File: src/hw/ppcl_pkg.sv
// shared constants for the peripheral config lock and status bank
package ppcl_pkg;
  // byte addresses of the three registers
  localparam logic [31:0] PPCL_PERIPH_EN_ADDR = 32'h01b3f000;
  localparam logic [31:0] PPCL_STRAP_ADDR     = 32'h01b3f004;
  localparam logic [31:0] PPCL_GUARD_ADDR     = 32'h01b3f018;

  // unlock key written to the guard register
  localparam logic [31:0] PPCL_UNLOCK_KEY     = 32'h10c0010c;

  // peripheral enable register: writable bits and reset value
  localparam logic [31:0] PPCL_PERIPH_EN_MASK = 32'h0000006f;
  localparam logic [31:0] PPCL_PERIPH_EN_RST  = 32'h00000006;

  // guard register read view
  localparam int          PPCL_GUARD_BIT      = 0;
  localparam logic        PPCL_GUARD_RST      = 1'b1;

  // status field positions
  localparam int PPCL_ETH_BIT     = 11;
  localparam int PPCL_HPW_BIT     = 10;
  localparam int PPCL_MULT_LSB    = 5;
  localparam int PPCL_ORDER_BIT   = 4;
  localparam int PPCL_BOOT_LSB    = 2;
  localparam int PPCL_EXTCLK_LSB  = 0;

  // status defaults until the straps are captured
  localparam logic       PPCL_ETH_RST    = 1'b0;
  localparam logic       PPCL_HPW_RST    = 1'b0;
  localparam logic [1:0] PPCL_MULT_RST   = 2'h0;
  localparam logic       PPCL_ORDER_RST  = 1'b1;
  localparam logic [1:0] PPCL_BOOT_RST   = 2'h0;
  localparam logic [1:0] PPCL_EXTCLK_RST = 2'h0;

  // cycles a newly enabled peripheral must be left alone
  localparam int PPCL_SETTLE_CYCLES = 128;

  // axi responses
  localparam logic [1:0] PPCL_RESP_OKAY   = 2'h0;
  localparam logic [1:0] PPCL_RESP_SLVERR = 2'h2;

  // register selected by an address
  typedef enum logic [1:0] {
    PPCL_SEL_NONE,
    PPCL_SEL_PERIPH,
    PPCL_SEL_STRAP,
    PPCL_SEL_GUARD
  } ppcl_sel_e;

  // address decode, shared by the read and the write path
  function automatic ppcl_sel_e ppcl_decode(input logic [31:0] addr);
    ppcl_sel_e sel;
    sel = PPCL_SEL_NONE;
    if (addr == PPCL_PERIPH_EN_ADDR) begin
      sel = PPCL_SEL_PERIPH;
    end else if (addr == PPCL_STRAP_ADDR) begin
      sel = PPCL_SEL_STRAP;
    end else if (addr == PPCL_GUARD_ADDR) begin
      sel = PPCL_SEL_GUARD;
    end
    return sel;
  endfunction
endpackage

File: src/hw/ppcl_strap_capture.sv
// strap synchroniser and one-shot capture at reset release
`timescale 1ns/1ps
`default_nettype none
module ppcl_strap_capture (
  input  wire  logic       aclk,
  input  wire  logic       aresetn,
  input  wire  logic       ce,
  input  wire  logic [8:0] strap_raw,
  output logic       [8:0] strap_held,
  output logic             captured
);
  import ppcl_pkg::*;

  localparam logic [8:0] STRAP_RST = {PPCL_ETH_RST, PPCL_HPW_RST,
    PPCL_MULT_RST, PPCL_ORDER_RST, PPCL_BOOT_RST, PPCL_EXTCLK_RST};

  logic [8:0] sync1_r;
  logic [8:0] sync2_r;
  logic [8:0] held_r;
  logic       captured_r;

  // two-stage synchroniser; runs through reset so the pins are settled
  always_ff @(posedge aclk) begin
    if (ce) begin
      sync1_r <= strap_raw;
      sync2_r <= sync1_r;
    end
  end

  // capture once, on the first enabled edge after release; the pins are
  // ignored from then on so later pull changes cannot move the owners
  always_ff @(posedge aclk) begin
    if (!aresetn) begin
      held_r     <= STRAP_RST;
      captured_r <= 1'b0;
    end else if (ce && !captured_r) begin
      held_r     <= sync2_r;
      captured_r <= 1'b1;
    end
  end

  assign strap_held = held_r;
  assign captured   = captured_r;
endmodule
`default_nettype wire

File: src/hw/ppcl_top.sv
// peripheral enable guard, lock and strap status bank on axi4-lite
`timescale 1ns/1ps
`default_nettype none
module ppcl_top #(
  parameter int SETTLE_CYCLES = ppcl_pkg::PPCL_SETTLE_CYCLES
) (
  input  wire  logic        aclk,
  input  wire  logic        aresetn,
  input  wire  logic        ce,
  // axi4-lite write address
  input  wire  logic        s_axi_awvalid,
  output logic              s_axi_awready,
  input  wire  logic [31:0] s_axi_awaddr,
  input  wire  logic [2:0]  s_axi_awprot,
  // axi4-lite write data
  input  wire  logic        s_axi_wvalid,
  output logic              s_axi_wready,
  input  wire  logic [31:0] s_axi_wdata,
  input  wire  logic [3:0]  s_axi_wstrb,
  // axi4-lite write response
  output logic              s_axi_bvalid,
  input  wire  logic        s_axi_bready,
  output logic [1:0]        s_axi_bresp,
  // axi4-lite read address
  input  wire  logic        s_axi_arvalid,
  output logic              s_axi_arready,
  input  wire  logic [31:0] s_axi_araddr,
  input  wire  logic [2:0]  s_axi_arprot,
  // axi4-lite read data
  output logic              s_axi_rvalid,
  input  wire  logic        s_axi_rready,
  output logic [31:0]       s_axi_rdata,
  output logic [1:0]        s_axi_rresp,
  // strap pins, asynchronous to aclk
  input  wire  logic        strap_eth_en,
  input  wire  logic        strap_host_port_width,
  input  wire  logic [1:0]  strap_cpu_multiplier,
  input  wire  logic        strap_byte_order,
  input  wire  logic [1:0]  strap_boot_source,
  input  wire  logic [1:0]  strap_ext_clock_select,
  // block outputs
  output logic [31:0]       periph_enable,
  output logic              guard_locked,
  output logic              periph_settling,
  output logic              ethernet_enabled_status,
  output logic              host_port_width,
  output logic [1:0]        cpu_multiplier_select,
  output logic              byte_order_status,
  output logic [1:0]        boot_source_status,
  output logic [1:0]        ext_mem_clock_select
);
  import ppcl_pkg::*;

  typedef enum logic {
    PPCL_RD_IDLE,
    PPCL_RD_RESP
  } ppcl_rd_e;

  localparam int CNT_W = $clog2(SETTLE_CYCLES + 1);
  localparam logic [CNT_W-1:0] SETTLE_LOAD = CNT_W'(SETTLE_CYCLES);
  localparam logic [CNT_W-1:0] CNT_ZERO    = '0;
  localparam logic [CNT_W-1:0] CNT_ONE     = CNT_W'(1);

  // packing of the captured straps, lowest field first
  localparam int HELD_EXT   = 0;
  localparam int HELD_BOOT  = 2;
  localparam int HELD_ORDER = 4;
  localparam int HELD_MULT  = 5;
  localparam int HELD_HPW   = 7;
  localparam int HELD_ETH   = 8;

  // write channel holding registers
  logic        aw_held_r;
  logic [31:0] aw_addr_r;
  logic        w_held_r;
  logic [31:0] w_data_r;
  logic [3:0]  w_strb_r;
  logic        bvalid_r;
  logic [1:0]  bresp_r;
  logic        awready_r;
  logic        wready_r;

  // read channel
  ppcl_rd_e    rd_state_r;
  logic        arready_r;
  logic [31:0] rdata_r;
  logic [1:0]  rresp_r;
  logic        rvalid_r;

  // block state
  logic [31:0] periph_en_r;
  logic [31:0] periph_en_nxt;
  logic        locked_r;
  logic [CNT_W-1:0] settle_cnt_r;
  logic        settling_r;

  // strap capture
  logic [8:0]  strap_held;
  logic        strap_done;
  logic [31:0] strap_word;

  // write execution decode and the read address decode
  logic        wr_fire;
  ppcl_sel_e   wr_sel;
  ppcl_sel_e   rd_sel;
  logic        key_match;
  logic        enables_rising;

  ppcl_strap_capture u_strap (
    .aclk       (aclk),
    .aresetn    (aresetn),
    .ce         (ce),
    .strap_raw  ({strap_eth_en, strap_host_port_width,
                  strap_cpu_multiplier, strap_byte_order,
                  strap_boot_source, strap_ext_clock_select}),
    .strap_held (strap_held),
    .captured   (strap_done)
  );

  // status word: reserved ranges 31:12 and 9:7 stay zero
  always_comb begin
    strap_word = '0;
    strap_word[PPCL_ETH_BIT] = strap_held[HELD_ETH];
    strap_word[PPCL_HPW_BIT] = strap_held[HELD_HPW];
    strap_word[PPCL_MULT_LSB +: 2] = strap_held[HELD_MULT +: 2];
    strap_word[PPCL_ORDER_BIT] = strap_held[HELD_ORDER];
    strap_word[PPCL_BOOT_LSB +: 2] = strap_held[HELD_BOOT +: 2];
    // reserved code 11 is passed on as captured; the pins decide
    strap_word[PPCL_EXTCLK_LSB +: 2] = strap_held[HELD_EXT +: 2];
  end

  // a write executes once both address and data are held and the
  // previous response has been taken
  // a stalled response therefore also stalls the next write; no queue needed
  assign wr_fire   = ce && aw_held_r && w_held_r && !bvalid_r;
  assign wr_sel    = ppcl_decode(aw_addr_r);
  assign rd_sel    = ppcl_decode(s_axi_araddr);
  // the key counts only when all four lanes carry it
  // a partial key write would otherwise unlock on stale lanes
  assign key_match = (w_strb_r == 4'hf) &&
                     (w_data_r == PPCL_UNLOCK_KEY);

  // merge strobed lanes into the writable enable bits
  always_comb begin
    periph_en_nxt = periph_en_r;
    for (int i = 0; i < 4; i++) begin
      if (w_strb_r[i]) begin
        periph_en_nxt[i*8 +: 8] = w_data_r[i*8 +: 8];
      end
    end
    periph_en_nxt = periph_en_nxt & PPCL_PERIPH_EN_MASK;
  end

  assign enables_rising = |(periph_en_nxt & ~periph_en_r);

  // write address channel: one address held at a time
  // ready is its own flop, the inverse of the held flag, so no gate drives it
  always_ff @(posedge aclk) begin
    if (!aresetn) begin
      aw_held_r <= 1'b0;
      awready_r <= 1'b1;
      aw_addr_r <= '0;
    end else if (ce) begin
      if (s_axi_awvalid && !aw_held_r) begin
        aw_held_r <= 1'b1;
        awready_r <= 1'b0;
        aw_addr_r <= s_axi_awaddr;
      end else if (wr_fire) begin
        aw_held_r <= 1'b0;
        awready_r <= 1'b1;
      end
    end
  end

  // write data channel, independent of the address
  always_ff @(posedge aclk) begin
    if (!aresetn) begin
      w_held_r <= 1'b0;
      wready_r <= 1'b1;
      w_data_r <= '0;
      w_strb_r <= '0;
    end else if (ce) begin
      if (s_axi_wvalid && !w_held_r) begin
        w_held_r <= 1'b1;
        wready_r <= 1'b0;
        w_data_r <= s_axi_wdata;
        w_strb_r <= s_axi_wstrb;
      end else if (wr_fire) begin
        w_held_r <= 1'b0;
        wready_r <= 1'b1;
      end
    end
  end

  // write response; unmapped addresses answer slverr
  always_ff @(posedge aclk) begin
    if (!aresetn) begin
      bvalid_r <= 1'b0;
      bresp_r  <= PPCL_RESP_OKAY;
    end else if (ce) begin
      if (wr_fire) begin
        bvalid_r <= 1'b1;
        bresp_r  <= wr_sel == PPCL_SEL_NONE ?
                    PPCL_RESP_SLVERR : PPCL_RESP_OKAY;
      end else if (s_axi_bready) begin
        bvalid_r <= 1'b0;
      end
    end
  end

  // peripheral enables change only from an unlocked state
  // the lock is sampled before this write's own relock lands, so the
  // write that relocks the guard is still honoured
  always_ff @(posedge aclk) begin
    if (!aresetn) begin
      periph_en_r <= PPCL_PERIPH_EN_RST;
    end else if (ce && wr_fire && wr_sel == PPCL_SEL_PERIPH) begin
      if (!locked_r) begin
        periph_en_r <= periph_en_nxt;
      end // a locked write is dropped silently
    end
  end

  // lock state: key clears it, any enable write sets it again
  always_ff @(posedge aclk) begin
    if (!aresetn) begin
      locked_r <= PPCL_GUARD_RST;
    end else if (ce && wr_fire) begin
      if (wr_sel == PPCL_SEL_PERIPH) begin
        locked_r <= 1'b1;
      end else if (wr_sel == PPCL_SEL_GUARD && key_match) begin
        locked_r <= 1'b0;
      end
    end
  end

  // settle window after a peripheral is newly enabled; software still
  // owns the wait, this only lets the fabric observe it
  always_ff @(posedge aclk) begin
    if (!aresetn) begin
      settle_cnt_r <= CNT_ZERO;
      settling_r   <= 1'b0;
    end else if (ce) begin
      if (wr_fire && wr_sel == PPCL_SEL_PERIPH && !locked_r &&
          enables_rising) begin
        settle_cnt_r <= SETTLE_LOAD;
        settling_r   <= 1'b1;
      end else if (settle_cnt_r != CNT_ZERO) begin
        settle_cnt_r <= settle_cnt_r - CNT_ONE;
        settling_r   <= settle_cnt_r != CNT_ONE;
      end
    end
  end

  // read channel: an address is refused while any write is in flight,
  // so a read issued after a write always sees its result
  // rvalid has its own flop for the same reason as the ready outputs
  always_ff @(posedge aclk) begin
    if (!aresetn) begin
      rd_state_r <= PPCL_RD_IDLE;
      rvalid_r   <= 1'b0;
      arready_r  <= 1'b0;
      rdata_r    <= '0;
      rresp_r    <= PPCL_RESP_OKAY;
    end else if (ce) begin
      unique case (rd_state_r)
        PPCL_RD_IDLE: begin
          arready_r <= 1'b0;
          if (s_axi_arvalid && !arready_r && !aw_held_r && !w_held_r &&
              !bvalid_r) begin
            arready_r  <= 1'b1;
            rvalid_r   <= 1'b1;
            rd_state_r <= PPCL_RD_RESP;
            rresp_r    <= PPCL_RESP_OKAY;
            unique case (rd_sel)
              PPCL_SEL_PERIPH: rdata_r <= periph_en_r;
              PPCL_SEL_STRAP:  rdata_r <= strap_word;
              PPCL_SEL_GUARD: begin
                rdata_r <= '0;
                rdata_r[PPCL_GUARD_BIT] <= locked_r;
              end
              PPCL_SEL_NONE: begin
                rdata_r <= '0;
                rresp_r <= PPCL_RESP_SLVERR;
              end
            endcase
          end
        end
        PPCL_RD_RESP: begin
          arready_r <= 1'b0;
          if (s_axi_rready) begin
            rvalid_r   <= 1'b0;
            rd_state_r <= PPCL_RD_IDLE;
          end
        end
      endcase
    end
  end

  // axi outputs straight from flops
  assign s_axi_awready = awready_r;
  assign s_axi_wready  = wready_r;
  assign s_axi_bvalid  = bvalid_r;
  assign s_axi_bresp   = bresp_r;
  assign s_axi_arready = arready_r;
  assign s_axi_rvalid  = rvalid_r;
  assign s_axi_rdata   = rdata_r;
  assign s_axi_rresp   = rresp_r;

  // block outputs
  assign periph_enable           = periph_en_r;
  assign guard_locked            = locked_r;
  assign periph_settling         = settling_r;
  // status follows the capture flops, never the live strap pins
  assign ethernet_enabled_status = strap_held[HELD_ETH];
  assign host_port_width         = strap_held[HELD_HPW];
  assign cpu_multiplier_select   = strap_held[HELD_MULT +: 2];
  assign byte_order_status       = strap_held[HELD_ORDER];
  assign boot_source_status      = strap_held[HELD_BOOT +: 2];
  assign ext_mem_clock_select    = strap_held[HELD_EXT +: 2];
endmodule
`default_nettype wire

File: config.mk
export PLATFORM = sky130hd
export DESIGN_NAME = ppcl_top
export DESIGN_NICKNAME = d
export VERILOG_FILES = /design/src/hw/ppcl_pkg.sv /design/src/hw/ppcl_strap_capture.sv /design/src/hw/ppcl_top.sv
export SDC_FILE = /design/constraint.sdc
export NUM_CORES = 1
export LEC_CHECK = 0
export BUFFER_PORTS_ARGS = -buffer_cell sky130_fd_sc_hd__buf_2
export CAP_MARGIN = 15
export CORE_MARGIN = 5
export CORE_UTILIZATION = 53
export DETAILED_ROUTE_END_ITERATION = 8
export PLACE_DENSITY = 0.87
export SYNTH_ARGS = -nofsm -noshare
export SYNTH_HDL_FRONTEND = slang
export SYNTH_SLANG_ARGS = --single-unit
File: constraint.sdc
create_clock -name aclk -period 3.24 [get_ports aclk]
set_clock_uncertainty 0.05 [all_clocks]
set_input_delay 0.972 -clock aclk [delete_from_list [all_inputs] [get_ports aclk]]
set_output_delay 0.972 -clock aclk [all_outputs]
set_load 0.01 [all_outputs]
After elaboration in Yosys (flattened, before gate mapping) --
Index checks and enable logic that the tools add are counted.
Cells by class: $add $sub $neg 1, equality and inequality tests 16, mux-type cells 31, bitwise gates (word level) 4, reduce and logical (&&, ||, !) cells 43
Operators by type and width (number):
- 32-bit by 25-bit == test with 1-bit output, second input constant | 6
- 32-bit one-hot mux with 4 select lines | 1
- 7-bit by 32-bit bitwise AND with 32-bit output | 1
- 32-bit by 29-bit == test with 1-bit output, second input constant | 1
- 7-bit NOT with 32-bit output | 1
- 32-bit OR reduction | 1
- 2-bit AND reduction | 9
- 1-bit logical AND | 17
- 1-bit 2-to-1 mux | 16
- 2-bit 2-to-1 mux | 8
- 8-bit 2-to-1 mux | 2
- 2-bit nonzero test | 5
- 8-bit by 1-bit inequality test with 1-bit output, second input constant | 1
- 8-bit nonzero test | 1
- 8-bit by 1-bit subtractor with 8-bit output, second input constant | 1
- 7-bit 2-to-1 mux | 1
- 2-bit == test, second input constant | 3
- 1-bit logical NOT | 6
- 1-bit one-hot mux with 2 select lines | 3
- 3-bit AND reduction | 2
- 2-bit by 1-bit == test with 1-bit output, second input constant | 2
- 4-bit == test, second input constant | 1
- 2-bit logical NOT | 2
- 2-bit inequality test, second input constant | 2
- 1-bit NOT | 2
Storage, ports and cells: flip-flop bits (word level) 156, bits of input ports 123, output and inout bits 84, word-level logic and storage cells 117

Depth between registers and ports, before layout --
depth in word-level cells 10, depth in mapped cells 7, gate-level depth less buffers 6

By module --
A second synthesis with hierarchy kept.
Unflattened totals: cells, all modules 623, area, all modules 5706.7 sq um
By module, submodules not included:
- ppcl_top | instances 1, cells each 563, area each 4749.6 sq um, sequential area each 2062.0 sq um
- ppcl_strap_capture | instances 1, cells each 60, area each 957.2 sq um, sequential area each 740.7 sq um

Worst setup path before layout --
No wires, ideal clock.
path kind input port to flip-flop, from input aresetn, to register aw_addr_r[15], setup time 0.132 ns, arrival 2.010 ns, data required time 3.058 ns, path slack 1.048 ns, stages 6, buffers on the path 4, path through buf_2 inv_1 clkbuf_1 buf_2 clkbuf_1 a21oi_1
RTL lines:
- start: declaration | RTL line ppcl_top.sv:8 | input wire logic aresetn,
- end signal: assignment | RTL line ppcl_top.sv:167 | aw_addr_r <= s_axi_awaddr;
- end: declaration | RTL line ppcl_top.sv:74 | logic [31:0] aw_addr_r;
No word-level cell between the ends.

Worst setup path in the final report --
from register periph_en_r[1], in the netlist periph_enable[1], to output periph_enable[1]
RTL lines:
- start: declaration | RTL line ppcl_top.sv:91 | logic [31:0] periph_en_r;
- start signal: assignment | RTL line ppcl_top.sv:219 | periph_en_r <= periph_en_nxt;
- end: declaration | RTL line ppcl_top.sv:42 | output logic [31:0] periph_enable,
No word-level cell between the ends.

==> summary.md <==
| Metric | Value |
|---|---|
| Status | completed |
| Synth Cell Area | 0.00546 mm² |
| FF-to-FF End | settle_cnt_r[5] |
| CTS Hold Bufs | 0 |
| Worst-Margin Slew | 0.789 ns |
| Setup WS pre-CTS | 0.627 ns |
| Skew-Pair Late Insertion Delay | 0.50 ns |
| LEAKAGE | 2.81 nW |
| Max Clk Rate | 469 MHz |
| I/O Buffers | 149 |
| Worst R2R Setup Slack | 1.36 ns |
| CP cell instances | buf_2 |
| Hold depth | 0 |
| Post-CTS Setup Bufs | 0 |
| Clock sinks | 131 |
| Num CTS Buffers | 17 |
| Cells on worst reg2reg path | 5 |
| WHS Endpoint | u_strap.sync2_r[1] |
| Die width | 111 µm |
| Final WS setup | 1.11 ns |
| FF-to-FF Start | settle_cnt_r[0] |
| RSZ-0062 raised after global routing | false |
| Synth-to-Final Area Change | 21.7% |
| CTS tree | done |
| Worst-path clk slew | 0.06 ns |
| Crit share post-route | 65.8% |
| Setup Total Neg Slack | 0 ns |
| GRT overflow | 0 |
| Vias per inst | 5.00 |
| DRC Markers | 0 |
| Number of global-route vias before repair | 4,408 |
| Area leader, netlist | dfxtp_1 |
| Maximum clock path buffer count | 2 |
| Antenna diode count | 0 |
| Drt pass-1 iters | 5 |
| Synth Register Bits | 131 |
| Post-CTS resize count | 0 |
| Core area | 0.0102 mm² |
| DIE AREA | 0.0124 mm² |
| Per-cell routed wire length | 13.8 µm |
| Synth Instances | 633 |
| CTS H-tree lvls | 4 |
| Slew headroom | 47.2% |
| Iter 0 DRT Violations | 223 |
| Worst path slowest cell | dfxtp_1 |
| Worst hold path type | reg -> reg |
| Async SR Flop Fraction | 0% |
| Crit-path max FO | 4 |
| Yosys cell types | 53 |
| Main synth FF type | dfxtp_1 |
| Seq/Total Area, Yosys | 51.3% |
| Root Buffer Master | clkbuf_8 |
| Final wirelength | 12,800 µm |
| Fillers | 879 |
| Total power per unit cell area | 622 mW/mm² |
| Crit end category | output port |
| Crit start category | flip-flop |
| Nets | 903 |
| Hpwl dp | 9540 µm |
| Max Slew Vio Count | 0 |
| Avg Inst Size Synth | 8.62 µm² |
| WP depth | 1 |
| Post-DRT Antenna Nets | 0 |
| Setup CP Type | reg -> out |
| Synth warnings | 0 |
| Top post-synthesis cells by area | dfxtp_1, nand2_1, edfxtp_1 |
| Total track usage | 20.2% |
| Post-synth EDFFs | 18 |
| Req. time, crit path | 2.22 ns |
| Initial antenna violation count | 0 |
| # IOs | 207 |
| Crit path DAT | 1.11 ns |
| Critical path buffers and inverters | 1 |
| Worst vdd ir | 0.331 mV |
| DIE HEIGHT | 111 µm |
| Max Cap Violations | 0 |
| Cell row count | 37 |
| Final hold vios | 0 |
| RePlAce Congestion | 0.815 |
| Routed vias | 4,636 |
| Setup-failing EPs final | 0 |
| Share of cells above drive strength 1 | 25.2% |
| Gate family responsible for the most delay along the worst path | flip-flops |
| Initial Util | 53.6% |
| CP peak stage delay | 0.43 ns |
| Final worst path period need | 2.13 ns |
| Final total power | 4.13 mW |
| Synth top area share | 41.4% |
| First-pass GRT wire length | 20,600 µm |
| Maximum number of pins on one net before global-route repair | 39 |
| Worst hold start | u_strap.sync1_r[1] |
-- cells in the final DEF (no fill, tap or decap), types with 3 or more instances in the layout --
master,netlist,routed
clkbuf_1,20,4
nand3_1,3,3
and4_1,3,3
nand2_1,188,188
nor4b_1,5,5
a21o_1,3,3
a31oi_1,5,5
nor3_1,9,9
clkbuf_16,0,17
edfxtp_1,18,18
o22ai_1,3,3
buf_2,9,149
o21ai_0,6,6
nand4_1,7,7
nor4_1,5,5
clkinvlp_4,0,3
o21ai_1,8,8
conb_1,1,51
nor4bb_1,4,4
mux2i_1,6,6
nand2b_1,3,3
inv_1,10,9
dfxtp_1,113,113
and4b_1,3,3
buf_4,52,9
clkinv_2,0,5
nor2_1,21,20
a21oi_1,91,91
-- power breakdown --
group | leakage, nW | internal, mW | switching, mW | total [mW]
logic | 1.46 | 0.261 | 0.356 | 0.617
registers | 1.10 | 1.77 | 0.0897 | 1.86
clock network | 0.253 | 0.998 | 0.658 | 1.66
total | 2.81 | 3.03 | 1.10 | 4.13
-- cells by family (layout without fill, tap and decap cells) --
family	count (synthesis)	after routing	share of synthesized area, %
XOR/XNOR	1	1	0.160
buffers and inverters	92	200	10.1
AO/OA/AOI/OAI	127	127	12.7
flip-flops	131	131	51.3
AND/OR/NAND/NOR	273	273	24.0
adder cells (fa/ha/maj)	2	2	0.458
multiplexers	6	6	1.10
other	1	51	0.0687
-- area by class of cell --
class	instances	area, µm²	share of cell area, %
Inverter	10	37.5	0.565
Multi-Input combinational cell	460	2290	34.5
Clock inverter	9	56.3	0.848
Tap cell	136	170	2.56
Sequential cell	131	2800	42.2
Timing Repair Buffer	158	813	12.2
Clock buffer	23	468	7.04
-- metal layers --
| layer | share of wire [%] | track usage, % | vias to the layer above | wire, µm |
|---|---|---|---|---|
| met4 | 0.56 | 4.87 | 0 | 72 |
| met2 | 50 | 34.8 | 168 | 6380 |
| met3 | 8.5 | 7.34 | 7 | 1080 |
| met5 | 0 | 0 | - | 0 |
| met1 | 41 | 24.1 | 2129 | 5250 |
| li1 | - | - | 2332 | - |
-- metrics by stage --
step | utilization [%] | hold WS [ns] | cell area (µm²) | cells
finish | 65.2 | 0.369 | 6640 | 927
detailed placement | 60.1 | 0.355 | 6120 | 895
floorplan | - | 0.350 | 5650 | 683
CTS | 65.2 | 0.369 | 6640 | 927
global route | 65.2 | 0.377 | 6640 | 927
global placement | 60.1 | 0.351 | 6120 | 895
-- synthesized netlist by cell type (all sizes together) (3+ instances only) --
cell type	count
nor4	7
nand2b	3
nor3	9
nor4b	6
edfxtp	18
nor4bb	4
nand3	6
and4b	4
o21ai	15
nand4	7
and4	3
inv	10
o22ai	3
buf	62
clkbuf	20
mux2i	6
nand2	188
a21o	3
nor2	21
a21oi	91
a31oi	5
dfxtp	113
-- worst max-delay path by stage --
stage                     start               end
2_1_floorplan           aresetn     aw_addr_r[15]
3_3_place_gp                 ce   settle_cnt_r[1]
3_5_place_dp                 ce   settle_cnt_r[1]
4_1_cts        periph_enable[1]  periph_enable[1]
5_1_grt            s_axi_bvalid      s_axi_bvalid
6_report       periph_enable[1]  periph_enable[1]
-- flip-flops by register name, summed over array words and instances (netlist names), 4 cells and up --
register and flops:
u_strap.sync2_r 9, aw_addr_r 32, settle_cnt_r 8, u_strap.sync1_r 9
u_strap.strap_held 9, w_strb_r 4, s_axi_rdata 9, w_data_r 32
periph_enable 6
No activity file was read; power rests on OpenSTA's default activity.
